==> src/tcs_consts.vh <==
// Constants for the trip circuit supervisor: register map, fields, reset values and timing
//
// Notes on behaviour
// - Enable setting switches supervision; active flag follows the enable setting.
// - Selected blocking event inhibits pickup and trip and raises blocked flag; clears automatically.
// - Blocking selector zero selects no source, so supervision is never blocked.
// - Mode both watches 0/0 and 1/1, closed 1/1 only, open 0/0 only.
// - Pickup needs enable, a watched equal pattern and no blocking.
// - Pickup asserts as soon as the pattern is seen; delay timing starts.
// - Pickup held for the full delay raises the trip flag.
// - Pattern gone clears pickup and trip automatically, no acknowledge needed.
// - Trip delay 0 to 6553.5 s in 0.1 s steps, default 5 s.
// - One breaker per instance; four selectable sets of one settings group each.
`ifndef TCS_CONSTS_VH
`define TCS_CONSTS_VH

// Clock and timebase
`define TCS_CLK_HZ          25000000
`define TCS_TICK_MS         100

// Field widths
`define TCS_SEL_W           14
`define TCS_DELAY_W         16
`define TCS_SET_COUNT       4

// Global register byte addresses
`define TCS_ADDR_SET_SEL    8'h40
`define TCS_ADDR_STATUS     8'h44
`define TCS_ADDR_INT_STAT   8'h48
`define TCS_ADDR_INT_MASK   8'h4c

// Per-set registers, set k at k * 16
`define TCS_SET_REGION      2'h0
`define TCS_SREG_CTRL       2'h0
`define TCS_SREG_BLOCK      2'h1
`define TCS_SREG_FEEDBACK   2'h2
`define TCS_SREG_DELAY      2'h3

// Field positions
`define TCS_CTRL_EN_BIT     0
`define TCS_FB_OPEN_LSB     16

// Supervision modes
`define TCS_MODE_BOTH       2'h0
`define TCS_MODE_CLOSED     2'h1
`define TCS_MODE_OPEN       2'h2

// Reset values
`define TCS_RST_MODE        2'h0
`define TCS_RST_CLOSED_SEL  14'h177a
`define TCS_RST_OPEN_SEL    14'h177b
`define TCS_RST_DELAY       16'h0032
`define TCS_RST_BLOCK_SEL   14'h0000

// Interrupt status bits
`define TCS_IRQ_PICKUP      0
`define TCS_IRQ_TRIP        1
`define TCS_IRQ_BLOCKED     2
`define TCS_IRQ_W           3

`endif

==> src/tcs_top.v <==
// Trip circuit supervisor with AHB-Lite register slave and interrupt
//
// Register access over AHB-Lite and the register offsets were decided locally.
`timescale 1ns/1ps
`default_nettype none
`include "tcs_consts.vh"

module tcs_top #(
    parameter EVENT_COUNT = 16,
    parameter TICK_CYCLES = `TCS_CLK_HZ / 1000 * `TCS_TICK_MS
) (
    input  wire                   clk_sys,
    input  wire                   resetn,
    // AHB-Lite slave
    input  wire                   hsel,
    input  wire [31:0]            haddr,
    input  wire [1:0]             htrans,
    input  wire                   hwrite,
    input  wire [2:0]             hsize,
    input  wire [31:0]            hwdata,
    input  wire                   hready,
    output reg  [31:0]            hrdata,
    output reg                    hreadyout,
    output reg                    hresp,
    // Breaker feedback and event sources
    input  wire                   aux_closed_in,
    input  wire                   aux_open_in,
    input  wire [EVENT_COUNT-1:0] event_in,
    // Indications
    output reg                    supervision_active_flag,
    output reg                    supervision_blocked_flag,
    output reg                    supervision_pickup_flag,
    output reg                    supervision_trip_flag,
    output reg                    irq
);

    localparam SW = `TCS_SEL_W;
    localparam DW = `TCS_DELAY_W;
    localparam NS = `TCS_SET_COUNT;
    localparam IW = `TCS_IRQ_W;

    // Per-set settings, flattened per field
    reg  [NS-1:0]      set_enable;
    reg  [2*NS-1:0]    set_mode;
    reg  [SW*NS-1:0]   set_block_sel;
    reg  [SW*NS-1:0]   set_closed_sel;
    reg  [SW*NS-1:0]   set_open_sel;
    reg  [DW*NS-1:0]   set_delay;

    // Global control and interrupt state
    reg  [1:0]         active_set;
    reg  [IW-1:0]      int_status;
    reg  [IW-1:0]      int_mask;

    // Bus data-phase state
    reg                wr_pending;
    reg  [7:0]         wr_addr;

    // Read stall state
    reg                rd_stall;
    reg  [7:0]         rd_addr;

    // Supervision state
    reg                closed_meta;
    reg                closed_sync;
    reg                open_meta;
    reg                open_sync;
    reg  [31:0]        tick_div;
    reg  [DW-1:0]      tenths;

    // Selected set, live
    wire               function_enable_setting = set_enable[active_set];
    wire [1:0]         supervision_mode_select = set_mode[active_set*2 +: 2];
    wire [SW-1:0]      blocking_event_select   = set_block_sel[active_set*SW +: SW];
    wire [SW-1:0]      closed_feedback_select  = set_closed_sel[active_set*SW +: SW];
    wire [SW-1:0]      open_feedback_select    = set_open_sel[active_set*SW +: SW];
    wire [DW-1:0]      trip_delay_setting      = set_delay[active_set*DW +: DW];

    // Bus address phase decode
    wire               bus_take  = hsel & htrans[1] & hready;
    wire               bus_read  = bus_take & ~hwrite;
    wire               bus_write = bus_take & hwrite;

    // Blocking source lookup; zero and out-of-range select nothing
    reg                block_hit;
    integer            k;
    always @*
    begin
        block_hit = 1'b0;
        for (k = 0; k < EVENT_COUNT; k = k + 1)
        begin
            if (blocking_event_select == k[SW-1:0] + 1'b1)
                block_hit = event_in[k];
        end
    end

    // Watched pattern on synchronised feedback
    reg                pattern_hit;
    always @*
    begin
        case (supervision_mode_select)
            `TCS_MODE_BOTH:   pattern_hit = ~(closed_sync ^ open_sync);
            `TCS_MODE_CLOSED: pattern_hit = closed_sync & open_sync;
            `TCS_MODE_OPEN:   pattern_hit = ~closed_sync & ~open_sync;
            default:          pattern_hit = 1'b0;
        endcase
    end

    // Pickup and trip conditions
    wire               blocked_now = function_enable_setting & block_hit;
    wire               fault_now   = function_enable_setting & ~block_hit
                                     & pattern_hit;
    wire               tick        = (tick_div == TICK_CYCLES - 1);
    wire               delay_done  = (tenths >= trip_delay_setting);
    wire               next_trip   = fault_now & supervision_pickup_flag
                                     & delay_done;

    // Interrupt events, one-cycle rises of the indications
    wire [IW-1:0]      irq_events;
    assign irq_events[`TCS_IRQ_PICKUP]  = fault_now & ~supervision_pickup_flag;
    assign irq_events[`TCS_IRQ_TRIP]    = next_trip & ~supervision_trip_flag;
    assign irq_events[`TCS_IRQ_BLOCKED] = blocked_now & ~supervision_blocked_flag;

    // Write-one-to-clear mask from the data phase
    wire               wr_int_stat = wr_pending & (wr_addr == `TCS_ADDR_INT_STAT);
    wire [IW-1:0]      w1c_mask    = wr_int_stat ? hwdata[IW-1:0] : {IW{1'b0}};
    wire [IW-1:0]      next_int_status = (int_status & ~w1c_mask) | irq_events;

    // Data-phase set register decode
    wire               wr_set_region = wr_pending & (wr_addr[7:6] == `TCS_SET_REGION);
    wire [1:0]         wr_set        = wr_addr[5:4];
    wire [1:0]         wr_sreg       = wr_addr[3:2];

    // Set register writes, one slice per set
    genvar g;
    generate
        for (g = 0; g < NS; g = g + 1)
        begin : gen_set
            wire sel = wr_set_region & (wr_set == g);
            always @(posedge clk_sys or negedge resetn)
            begin
                if (!resetn)
                begin
                    set_enable[g]                 <= 1'b0;
                    set_mode[g*2 +: 2]            <= `TCS_RST_MODE;
                    set_block_sel[g*SW +: SW]     <= `TCS_RST_BLOCK_SEL;
                    set_closed_sel[g*SW +: SW]    <= `TCS_RST_CLOSED_SEL;
                    set_open_sel[g*SW +: SW]      <= `TCS_RST_OPEN_SEL;
                    set_delay[g*DW +: DW]         <= `TCS_RST_DELAY;
                end
                else if (sel)
                begin
                    case (wr_sreg)
                        `TCS_SREG_CTRL:
                        begin
                            set_enable[g]      <= hwdata[`TCS_CTRL_EN_BIT];
                            set_mode[g*2 +: 2] <= hwdata[`TCS_CTRL_EN_BIT+2:`TCS_CTRL_EN_BIT+1];
                        end
                        `TCS_SREG_BLOCK:
                            set_block_sel[g*SW +: SW] <= hwdata[SW-1:0];
                        `TCS_SREG_FEEDBACK:
                        begin
                            set_closed_sel[g*SW +: SW] <= hwdata[SW-1:0];
                            set_open_sel[g*SW +: SW]   <= hwdata[`TCS_FB_OPEN_LSB+SW-1:`TCS_FB_OPEN_LSB];
                        end
                        `TCS_SREG_DELAY:
                            set_delay[g*DW +: DW] <= hwdata[DW-1:0];
                        default:
                            set_enable[g] <= set_enable[g];
                    endcase
                end
            end
        end
    endgenerate

    // Global registers and bus data-phase tracking
    always @(posedge clk_sys or negedge resetn)
    begin
        if (!resetn)
        begin
            wr_pending <= 1'b0;
            wr_addr    <= 8'h00;
            active_set <= 2'h0;
            int_mask   <= {IW{1'b0}};
            int_status <= {IW{1'b0}};
        end
        else
        begin
            wr_pending <= bus_write;
            if (bus_take)
                wr_addr <= haddr[7:0];
            if (wr_pending && wr_addr == `TCS_ADDR_SET_SEL)
                active_set <= hwdata[1:0];
            if (wr_pending && wr_addr == `TCS_ADDR_INT_MASK)
                int_mask <= hwdata[IW-1:0];
            int_status <= next_int_status;                      // Set wins over clear
        end
    end

    // Read source: a stalled read decodes its own latched address
    wire [7:0] rd_src = rd_stall ? rd_addr : haddr[7:0];

    // Read data, captured in the address phase or again after a stall
    reg [31:0] next_rdata;
    always @*
    begin
        next_rdata = 32'h0000_0000;
        if (rd_src[7:6] == `TCS_SET_REGION)
        begin
            case (rd_src[3:2])
                `TCS_SREG_CTRL:
                    next_rdata = {29'h0000_0000, set_mode[rd_src[5:4]*2 +: 2],
                                  set_enable[rd_src[5:4]]};
                `TCS_SREG_BLOCK:
                    next_rdata = {18'h00000, set_block_sel[rd_src[5:4]*SW +: SW]};
                `TCS_SREG_FEEDBACK:
                    next_rdata = {2'h0, set_open_sel[rd_src[5:4]*SW +: SW],
                                  2'h0, set_closed_sel[rd_src[5:4]*SW +: SW]};
                `TCS_SREG_DELAY:
                    next_rdata = {16'h0000, set_delay[rd_src[5:4]*DW +: DW]};
                default:
                    next_rdata = 32'h0000_0000;
            endcase
        end
        else
        begin
            case (rd_src)
                `TCS_ADDR_SET_SEL:
                    next_rdata = {30'h0000_0000, active_set};
                `TCS_ADDR_STATUS:
                    next_rdata = {26'h0000000, open_sync, closed_sync,
                                  supervision_trip_flag, supervision_pickup_flag,
                                  supervision_blocked_flag, supervision_active_flag};
                `TCS_ADDR_INT_STAT:
                    next_rdata = {{(32-IW){1'b0}}, int_status};
                `TCS_ADDR_INT_MASK:
                    next_rdata = {{(32-IW){1'b0}}, int_mask};
                default:
                    next_rdata = 32'h0000_0000;
            endcase
        end
    end

    // Bus outputs: one wait state only for a read behind a landing write, always OKAY
    always @(posedge clk_sys or negedge resetn)
    begin
        if (!resetn)
        begin
            hrdata    <= 32'h0000_0000;
            hreadyout <= 1'b1;
            hresp     <= 1'b0;
        end
        else
        begin
            hreadyout <= ~(bus_read & wr_pending);
            hresp     <= 1'b0;
            if (bus_read || rd_stall)
                hrdata <= next_rdata;
        end
    end

    // Read stall: a read that meets a landing write is decoded again one cycle later
    always @(posedge clk_sys or negedge resetn)
    begin
        if (!resetn)
        begin
            rd_stall <= 1'b0;
            rd_addr  <= 8'h00;
        end
        else
        begin
            rd_stall <= bus_read & wr_pending;       // Write lands at this edge
            if (bus_read)
                rd_addr <= haddr[7:0];
        end
    end

    // Two-stage synchroniser on the breaker feedback
    always @(posedge clk_sys or negedge resetn)
    begin
        if (!resetn)
        begin
            closed_meta <= 1'b0;
            closed_sync <= 1'b0;
            open_meta   <= 1'b0;
            open_sync   <= 1'b0;
        end
        else
        begin
            closed_meta <= aux_closed_in;
            closed_sync <= closed_meta;
            open_meta   <= aux_open_in;
            open_sync   <= open_meta;
        end
    end

    // Tenth-second timebase, runs only while picked up
    always @(posedge clk_sys or negedge resetn)
    begin
        if (!resetn)
        begin
            tick_div <= 32'h0000_0000;
            tenths   <= {DW{1'b0}};
        end
        else if (!(fault_now && supervision_pickup_flag))
        begin
            tick_div <= 32'h0000_0000;
            tenths   <= {DW{1'b0}};
        end
        else if (tick)
        begin
            tick_div <= 32'h0000_0000;
            if (tenths != {DW{1'b1}})
                tenths <= tenths + 1'b1;
        end
        else
        begin
            tick_div <= tick_div + 32'h0000_0001;
        end
    end

    // Indications and interrupt line
    always @(posedge clk_sys or negedge resetn)
    begin
        if (!resetn)
        begin
            supervision_active_flag  <= 1'b0;
            supervision_blocked_flag <= 1'b0;
            supervision_pickup_flag  <= 1'b0;
            supervision_trip_flag    <= 1'b0;
            irq                      <= 1'b0;
        end
        else
        begin
            supervision_active_flag  <= function_enable_setting;
            supervision_blocked_flag <= blocked_now;
            supervision_pickup_flag  <= fault_now;
            supervision_trip_flag    <= next_trip;
            irq                      <= |(next_int_status & int_mask);
        end
    end

endmodule // tcs_top

`default_nettype wire

==> config.mk <==
export PLATFORM = sky130hd
export DESIGN_NAME = tcs_top
export DESIGN_NICKNAME = d
export VERILOG_FILES = /design/src/tcs_top.v
export VERILOG_INCLUDE_DIRS = /design/src
export SDC_FILE = /design/constraint.sdc
export NUM_CORES = 1
export LEC_CHECK = 0
export BUFFER_PORTS_ARGS = -buffer_cell sky130_fd_sc_hd__buf_2
export CELL_PAD_IN_SITES_DETAIL_PLACEMENT = 1
export CELL_PAD_IN_SITES_GLOBAL_PLACEMENT = 2
export CORE_UTILIZATION = 45
export CTS_CLUSTER_SIZE = 10
export DETAILED_ROUTE_END_ITERATION = 7
export HOLD_SLACK_MARGIN = 0.12
export PLACE_DENSITY = 0.87
export RECOVER_POWER = 50
export SETUP_SLACK_MARGIN = 0.4
export SKIP_CTS_REPAIR_TIMING = 1
export SLEW_MARGIN = 0
export SYNTH_ARGS = -nofsm -noshare
export SYNTH_HDL_FRONTEND = slang
export SYNTH_SLANG_ARGS = --single-unit
==> constraint.sdc <==
create_clock -name clk_sys -period 9.6 [get_ports clk_sys]
set_clock_uncertainty 0.1 [all_clocks]
set_input_delay 0.96 -clock clk_sys [delete_from_list [all_inputs] [get_ports clk_sys]]
set_output_delay 0.96 -clock clk_sys [all_outputs]
set_load 0.01 [all_outputs]
[After elaboration in Yosys (flattened, before gate mapping)]
Cells that the tools add are included.
Storage, ports and cells
  register bits: 360
  input bits: 92
  word-level logic and storage cells: 191
Operators by class
  $add $sub $neg: 2
  multiply operators: 2
  magnitude comparators: 3
  eq/ne operators: 38
  shift operators: 8
  muxes and demuxes: 31
  bitwise gates (word level): 35
  reduce and logical (&&, ||, !) cells: 28
Operators by type and width (count)
  56-bit by 7-bit indexed part select with 14-bit output: 4
  32-bit one-hot mux with 4 select lines: 1
  64-bit by 7-bit indexed part select with 16-bit output: 2
  14-bit by 4-bit == test with 1-bit output (second input constant): 8
  32-bit 2-to-1 mux: 3
  14-bit by 3-bit == test with 1-bit output (second input constant): 4
  8-bit by 7-bit == test with 1-bit output (second input constant): 7
  16-bit 2-to-1 mux: 3
  2-bit AND reduction: 17
  32-bit by 1-bit adder with 32-bit output (second input constant): 1
  32-bit by 22-bit == test with 1-bit output (second input constant): 1
  14-bit by 2-bit == test with 1-bit output (second input constant): 2
  6-bit one-hot mux with 4 select lines: 1
  1-bit AND: 21
  1-bit 2-to-1 mux: 18
  16-bit by 1-bit adder with 16-bit output (second input constant): 1
  16-bit greater-or-equal comparator: 1
  16-bit inequality test (second input constant): 1
  8-bit by 4-bit indexed part select with 2-bit output: 2
  14-bit by 1-bit == test with 1-bit output (second input constant): 1
  14-bit by 5-bit == test with 1-bit output (second input constant): 1
  2-bit == test (second input constant): 7
  2-bit zero test: 6
  2-bit by 3-bit multiplier with 5-bit output (second input constant): 2
  16 further kinds: 32

[Depth between registers and ports, before layout]
Gate-level depths: netlist of the first run.
  depth in word-level cells: 28
  gate-level depth with buffers: 14
  mapped depth without buffers: 10

[Least setup slack after synthesis of the first run]
Ideal clock, no wire load.
  path type: register -> register
  from: register active_set[0]
  to: register irq
  setup time: 0.137 ns
  arrival: 3.382 ns
  setup slack: 5.981 ns
  cell stages (with the launch flop): 15
  period minus slack after synthesis: 3.619 ns
  path through: dfrtp_1 > buf_6 > buf_2 > buf_2 > buf_1 > mux4_2 > ha_1 > nand2b_1 > a21o_1 > a21o_1 > a21o_1 > a21oi_1 > o221ai_1 > nand2b_1 > o311ai_1
Between the ends
  longest elaborated chain between the ends: 28
RTL lines
  start, declared: RTL line tcs_top.v:51  | reg [1:0] active_set;
  start signal, assigned: RTL line tcs_top.v:193  | active_set <= hwdata[1:0];
  2-bit by 3-bit multiplier with 5-bit output
  56-bit by 7-bit indexed part select with 14-bit output: RTL line tcs_top.v:74  | wire [SW-1:0] blocking_event_select = set_block_sel[active_set*SW +: SW];
  14-bit by 1-bit == test with 1-bit output: RTL line tcs_top.v:92  | if (blocking_event_select == k[SW-1:0] + 1'b1)
  1-bit 2-to-1 mux (16 in a row): RTL line tcs_top.v:92
  1-bit NOT: RTL line tcs_top.v:111  | wire fault_now = function_enable_setting & ~block_hit
  1-bit AND: RTL line tcs_top.v:111
  1-bit AND: RTL line tcs_top.v:112  | & pattern_hit;
  1-bit AND: RTL line tcs_top.v:115  | wire next_trip = fault_now & supervision_pickup_flag
  1-bit AND: RTL line tcs_top.v:116  | & delay_done;
  1-bit AND: RTL line tcs_top.v:121  | assign irq_events[`TCS_IRQ_TRIP] = next_trip & ~supervision_trip_flag;
  3-bit bitwise OR *: RTL line tcs_top.v:127  | wire [IW-1:0] next_int_status = (int_status & ~w1c_mask) | irq_events;
  3-bit AND *: RTL line tcs_top.v:339  | irq <= |(next_int_status & int_mask);
  3-bit OR reduction *: RTL line tcs_top.v:339
  end signal, assigned: RTL line tcs_top.v:339
  end, declared: RTL line tcs_top.v:34  | output reg irq
Mark *: on every way between the ends. The rest lies on a longest branch, timed or not. The select of a mux whose other input is x is not followed.
A chain may end at the register's enable or synchronous reset.

==> flow_metrics.py, run 1 <==
metrics = {
    "outcome": {
        "outcome": "complete, but fails checks",
        "violations": "capacitance limit, slew limit",
    },
    "synthesis": {
        "synth_cell_types": 68,
        "synth_top_family_by_area": "multiplexers",
        "synth_cells": 1434,
        "synth_compound_gate_area_share": 0.0589,
        "ys_async_sr_fraction": 1.00,
        "synthXorXnorAreaFrac": 0.0211,
        "synth_edf_count": 0,
        "synth_area_sq_um": 17800,
        "ys_ff_latch": 358,
        "yosysSeqAreaShare": 0.508,
        "yosys_warnings": 0,
        "syn_avg_cell_area_sq_um": 12.4,
        "yosys-mux-area-fraction": 0.250,
        "synth-main-ff-cell": "dfrtp_1",
        "synthAdderAreaFrac": 0.0140,
        "yosys.area_share.simple": 0.115,
    },
    "sta": {
        "finalHoldViolCount": 0,
        "finalSetupViolations": 0,
        "min_period_ns": 5.38,
        "maxSlewHeadroom": -1.95,
        "totalNegativeSetupSlack_ns": 0,
        "slew_viol_final": 256,
        "max_freq_mhz": 186,
        "rsz0062_at_grt": "no",
        "worst_hold_slack_ns": 0.250,
        "post-route-period-util": 0.560,
        "worst_pin_slew_ns": 4.43,
    },
    "routing": {
        "ant_nets": 0,
        "routed_wl_microns": 47800,
        "drc": 0,
        "drtIter0Drc": 739,
        "first_pass_iters": 7,
        "vias": 12076,
        "vias_per_cell": 5.85,
        "wl_per_cell_microns": 23.1,
    },
    "placed_design": {
        "io_buffers": 97,
        "place_congestion": 0.795,
        "dp_hpwl_microns": 30700,
    },
    "clocking": {
        "cts-root-buf": "clkbuf_16",
        "cts.sinks": 358,
        "clkTransAtPathRegs_ns": 0.05,
        "clkLatencyLatePin_ns": 0.57,
        "cts_htree_levels": 2,
        "cts_tree": "done",
        "clock_path_buffers": 3,
        "cts_inserted_buffers": 44,
    },
    "layout": {
        "diodes": 0,
        "fill_cells": 3948,
        "multiInputGateArea_sq_um": 8250,
        "drive_gt1_frac": 0.381,
        "post-route-util": 0.517,
        "area_growth_syn_to_layout_pct": 12.5,
        "register_area_sq_um": 9070,
        "layout.nets": 1622,
        "final_cell_mix": "dfrtp_1, mux2_2, nand2_1",
        "final_common_cell": "dfrtp_1",
    },
    "pwr": {
        "pwr_density_cell_nw_per_um2": 183,
        "ir_drop_uv": 140,
        "leakagePower_uw": 0.00837,
    },
    "die": {
        "ios": 131,
        "coreArea_sq_um": 38800,
        "die_y_microns": 201,
        "initial_core_util": 0.459,
        "rows": 72,
        "die_area_sq_um": 40400,
        "die_x_microns": 201,
    },
    "setup_path": {
        "end_kind": "async pin",
        "cp-start-kind": "primary input",
        "worst-path-buf-inv": 2,
        "r2r_end": "tick_div[2]",
        "reg2reg_slack_ns": 4.47,
        "reg2reg_depth": 10,
        "cpPeakStageDelay_ns": 3.17,
        "critical_path_peak_fanout": 126,
        "rr_startpoint": "active_set[0]",
        "arrival_ns": 4.89,
        "critPathTopFamily": "buffers and inverters",
        "cp_cell_sequence": "buf_8 > clkbuf_1",
        "crit_type": "primary input to async pin",
        "cp_data_required_time_ns": 9.11,
        "crit_slowest_cell": "clkbuf_1",
    },
    "worst_hold_path": {
        "hold_path_class": "flip-flop to flip-flop",
        "whs_endpoint": "closed_sync",
        "hold_start": "closed_meta",
        "min_path_cells": 0,
    },
    "global_route": {
        "grt_max_degree": 127,
        "grt_pass1_vias": 13139,
        "grt_pass1_wl_microns": 76900,
        "antenna_found_initial": 1,
        "grtUsageTotal": 0.244,
        "grt_remaining_overflow": 0,
    },
    "flow_run": {
        "cap_viol_max_count": 6,
    },
}
==> cell type report <==
class / count / share of cell area
Clock buffer: 76 / 0.0650
Sequential cell: 358 / 0.452
Multi-Input combinational cell: 949 / 0.411
Tap cell: 518 / 0.0323
Clock inverter: 5 / 0.00318
Timing Repair Buffer: 118 / 0.0290
Inverter: 39 / 0.00730
==> per-stage QoR <==
step | std cells | power [uW] | instance area [sq um] | setup WS [ns]
3_5_place_dp | 1982 | 2110 | 18800 | 4.86
6_report | 2063 | 3680 | 20100 | 4.22
3_3_place_gp | 1982 | 2090 | 18800 | 4.96
4_1_cts | 2063 | 3720 | 20100 | 4.85
5_1_grt | 2063 | 3820 | 20100 | 3.07
2_1_floorplan | 1436 | 1960 | 17800 | 5.98
==> synthesized netlist by cell type, drive strengths merged (5+ instances only) <==
cell | instances | share of area
a311oi | 16 | 0.0079
nor4 | 14 | 0.0053
nand4 | 14 | 0.0049
clkbuf | 60 | 0.013
buf | 30 | 0.011
a221oi | 6 | 0.0029
xnor2 | 25 | 0.012
or3 | 5 | 0.0018
o21ai | 25 | 0.0070
nand2b | 7 | 0.0025
a22oi | 9 | 0.0038
mux2 | 270 | 0.17
inv | 39 | 0.0082
mux4 | 59 | 0.074
nand2 | 148 | 0.031
nand3b | 6 | 0.0025
dfrtp | 269 | 0.38
a22o | 17 | 0.0083
o22ai | 5 | 0.0018
xor2 | 18 | 0.0088
a31oi | 17 | 0.0060
ha | 20 | 0.014
a21oi | 15 | 0.0042
dfstp | 89 | 0.13
mux2i | 9 | 0.0051
and2 | 5 | 0.0019
nand3 | 50 | 0.014
nor2 | 98 | 0.033
nor3 | 13 | 0.0036
and3 | 17 | 0.0060
a21o | 14 | 0.0059
==> metal layers <==
layer / vias to the layer above / track usage / share of wire
met3: 69 / 0.0332 / 0.039
li1: 5352 / - / -
met5: - / 0 / 0.00027
met2: 249 / 0.413 / 0.50
met4: 2 / 0.0720 / 0.019
met1: 6404 / 0.327 / 0.44
==> registers in the layout, indices dropped and copies added, names as in the netlist, 2 cells and up <==
signal / cells
active_set: 2
hrdata: 30
int_mask: 3
int_status: 3
rd_addr: 8
set_block_sel: 56
set_closed_sel: 56
set_delay: 64
set_enable: 4
set_mode: 8
set_open_sel: 56
tenths: 16
tick_div: 32
wr_addr: 8
==> worst max path at each step <==
stage / startpoint / endpoint / slack (ns) / cells after the start
floorplan: active_set[0] / irq / 5.98 / 14
global placement: active_set[0] / tick_div[2] / 4.96 / 10
detailed placement: active_set[0] / tick_div[2] / 4.86 / 10
CTS: active_set[0] / tick_div[2] / 4.85 / 10
global route: resetn / tick_div[2] / 3.07 / 2
finish: resetn / tick_div[2] / 4.22 / 2
==> worst register-to-register path: stages (launching register included) <==
cell and delay, ns:
dfrtp_1 1.14, buf_4 0.55, mux4_2 0.72, nor4_2 0.31
nand2_1 0.12, o41a_1 0.15, o21ai_1 0.19, a211o_1 0.62
or2_2 0.23, buf_4 0.66, nor2_1 0.18
==> cells by family (layout without fill, tap and decap cells) <==
family / after synthesis / in the layout
buffers and inverters: 129 / 238
AND/OR/NAND/NOR: 398 / 398
adder cells (fa/ha/maj): 20 / 20
flip-flops: 358 / 358
XOR/XNOR: 43 / 43
AO/OA/AOI/OAI: 147 / 147
multiplexers: 338 / 338
other: 1 / 3
==> power by group <==
group	switching (uW)	leakage, uW	internal [uW]
Clock	647	0.000655	945
Sequential	75.7	0.00441	1630
Combinational	209	0.00331	175
Total	932	0.00837	2750
Note: power is estimated with default switching activity, not from simulation.
==> run 2: changes to the inputs <==
- CORE_UTILIZATION: 45 -> 38
- PLACE_DENSITY: 0.87 -> 0.78
- clock period: 9.6 -> 4.91 ns (I/O delays scaled with it)
==> run 2 against run 1 <==
The run still ends with capacitance limit, slew limit left. Routed wire length increased by 2.5%. Combinational power increased by 100%. Cell area increased by 1.9%. Worst hold slack got worse by 0.13 ns. Clock power increased by 89%. Utilization decreased by 7.6 points. Die area increased by 18%. Largest cell class unchanged. Highest routed layer unchanged.
==> flow_metrics.py, run 2 (same netlist as run 1, synthesis figures left out) <==
metrics = {
    "routing": {
        "wl_per_cell_microns": 22.4,
        "drtIter0Drc": 626,
        "drc": 0,
        "vias_per_cell": 5.53,
        "vias": 12077,
        "routed_wl_microns": 48900,
        "ant_nets": 0,
        "first_pass_iters": 5,
    },
    "setup_path": {
        "cp-start-kind": "flip-flop",
        "crit_slowest_cell": "mux4_2",
        "reg2reg_slack_ns": 1.28,
        "critical_path_peak_fanout": 14,
        "end_kind": "flip-flop",
        "cp_cell_sequence": "mux4_2 > mux2i_1 > nor2_1 > a31oi_1 > o211ai_1 > a211o_1 > or2_2 > buf_12 > nor2_4",
        "arrival_ns": 4.01,
        "reg2reg_depth": 9,
        "cp_data_required_time_ns": 5.30,
        "rr_startpoint": "active_set[0]",
        "worst-path-buf-inv": 1,
        "r2r_end": "tick_div[17]",
        "critPathTopFamily": "compound AO/OA/AOI/OAI gates",
        "crit_type": "flip-flop to flip-flop",
        "cpPeakStageDelay_ns": 0.72,
    },
    "clocking": {
        "cts_htree_levels": 2,
        "cts-root-buf": "clkbuf_16",
        "cts.sinks": 358,
        "clock_path_buffers": 3,
        "clkLatencyLatePin_ns": 0.58,
        "clkTransAtPathRegs_ns": 0.06,
        "cts_inserted_buffers": 43,
        "cts_tree": "done",
    },
    "layout": {
        "finalNonFillerCells": 2183,
        "area_growth_syn_to_layout_pct": 14.6,
        "top_register": "set_delay",
        "fill_cells": 4890,
        "final_cell_mix": "mux2_2, dfrtp_1, nand2_1",
        "final_common_cell": "mux2_2",
        "largest_reg_flops": 64,
        "drive_gt1_frac": 0.377,
        "post-route-util": 0.440,
        "layout.nets": 1651,
    },
    "pwr": {
        "leakagePower_uw": 0.00848,
        "comb_power_share": 0.110,
        "pwr_density_cell_nw_per_um2": 347,
        "p_int_uw": 5280,
        "ir_drop_uv": 251,
        "p_clk_frac": 0.423,
        "p_sw_uw": 1820,
        "power_frac_seq": 0.468,
        "switching_share": 0.256,
    },
    "die": {
        "coreArea_sq_um": 46500,
        "initial_core_util": 0.384,
        "die_y_microns": 219,
        "die_area_sq_um": 47800,
        "ios": 131,
        "rows": 79,
        "die_x_microns": 219,
    },
    "outcome": {
        "outcome": "complete, but fails checks",
        "violations": "capacitance limit, slew limit",
    },
    "global_route": {
        "grt_pass1_vias": 13117,
        "grt_max_degree": 167,
        "grt_pass1_wl_microns": 77200,
        "grt_remaining_overflow": 0,
        "antenna_found_initial": 4,
        "grtUsageTotal": 0.211,
    },
    "sta": {
        "worst_pin_slew_ns": 2.73,
        "setup_ws_ns": 1.28,
        "post-route-period-util": 0.739,
        "finalHoldViolCount": 0,
        "maxSlewHeadroom": -0.822,
        "max_freq_mhz": 276,
        "slew_viol_final": 70,
        "totalNegativeSetupSlack_ns": 0,
        "min_period_ns": 3.63,
        "rsz0062_at_grt": "no",
        "finalSetupViolations": 0,
    },
    "placed_design": {
        "pre_cts_slack_ns": 1.34,
        "io_buffers": 97,
        "place_congestion": 0.767,
        "dp_hpwl_microns": 31700,
        "dp_cells": 2078,
    },
    "worst_hold_path": {
        "hold_path_class": "primary input to flip-flop",
        "whs_endpoint": "set_open_sel[35]",
        "min_path_cells": 2,
        "hold_start": "hwdata[23]",
    },
    "flow_run": {
        "cap_viol_max_count": 2,
    },
}
==> run 2: cell types whose count changed in the layout (fill, tap and decap cells not counted), sizes merged <==
| cell | previous run | this run |
|---|---|---|
| buf | 75 | 79 |
| clkbuf | 119 | 121 |
| clkinv | 3 | 1 |
| clkinvlp | 1 | 0 |
| diode | 0 | 2 |
| dlygate4sd3 | 0 | 23 |
| inv | 39 | 42 |
==> run 2: how the worst max path moves through the flow <==
stage                         to  cells after the start          start  slack, ns
detailed placement    hrdata[13]                      9       rd_stall       1.34
floorplan                    irq                     14  active_set[0]       1.29
finish              tick_div[17]                      9  active_set[0]       1.28
global route          hrdata[13]                      9       rd_stall       1.00
CTS                   hrdata[13]                      9       rd_stall       1.30
global placement    tick_div[17]                      9  active_set[0]       1.35
==> run 2: area by class of cell <==
| type | instances | area [sq um] | area share |
|---|---|---|---|
| clock inverters | 5 | 61.3 | 0.00300 |
| flip-flops and latches | 358 | 9070 | 0.444 |
| clock buffers | 75 | 1230 | 0.0600 |
| well taps | 607 | 759 | 0.0371 |
| repair buffers | 148 | 926 | 0.0453 |
| diodes | 2 | 5.00 | 0.000245 |
| inverters | 39 | 146 | 0.00716 |
| multi-input cells | 949 | 8250 | 0.404 |
==> run 2: routing by layer <==
metal / part of all wire / wire length (microns) / global-route usage
met1: 0.43 / 21100 / 0.274
met2: 0.49 / 24100 / 0.350
met3: 0.050 / 2430 / 0.0468
met4: 0.026 / 1260 / 0.0653
met5: 0.00022 / 11 / 0
==> run 2: per-stage QoR <==
step	instance area, sq um	hold WS [ns]	power [uW]
2_1_floorplan	17800	0.0954	3820
3_3_place_gp	19000	0.241	4110
3_5_place_dp	19000	0.239	4150
4_1_cts	20300	-0.304	7200
5_1_grt	20400	0.123	7420
6_report	20400	0.125	7100
==> run 2: power by group through the flow <==
stage | clock network (uW) | logic [uW] | registers (uW)
6_report | 3000 | 779 | 3320
5_1_grt | 3210 | 859 | 3350
3_3_place_gp | 0 | 756 | 3350
3_5_place_dp | 0 | 780 | 3370
2_1_floorplan | 0 | 502 | 3320
4_1_cts | 3090 | 784 | 3320
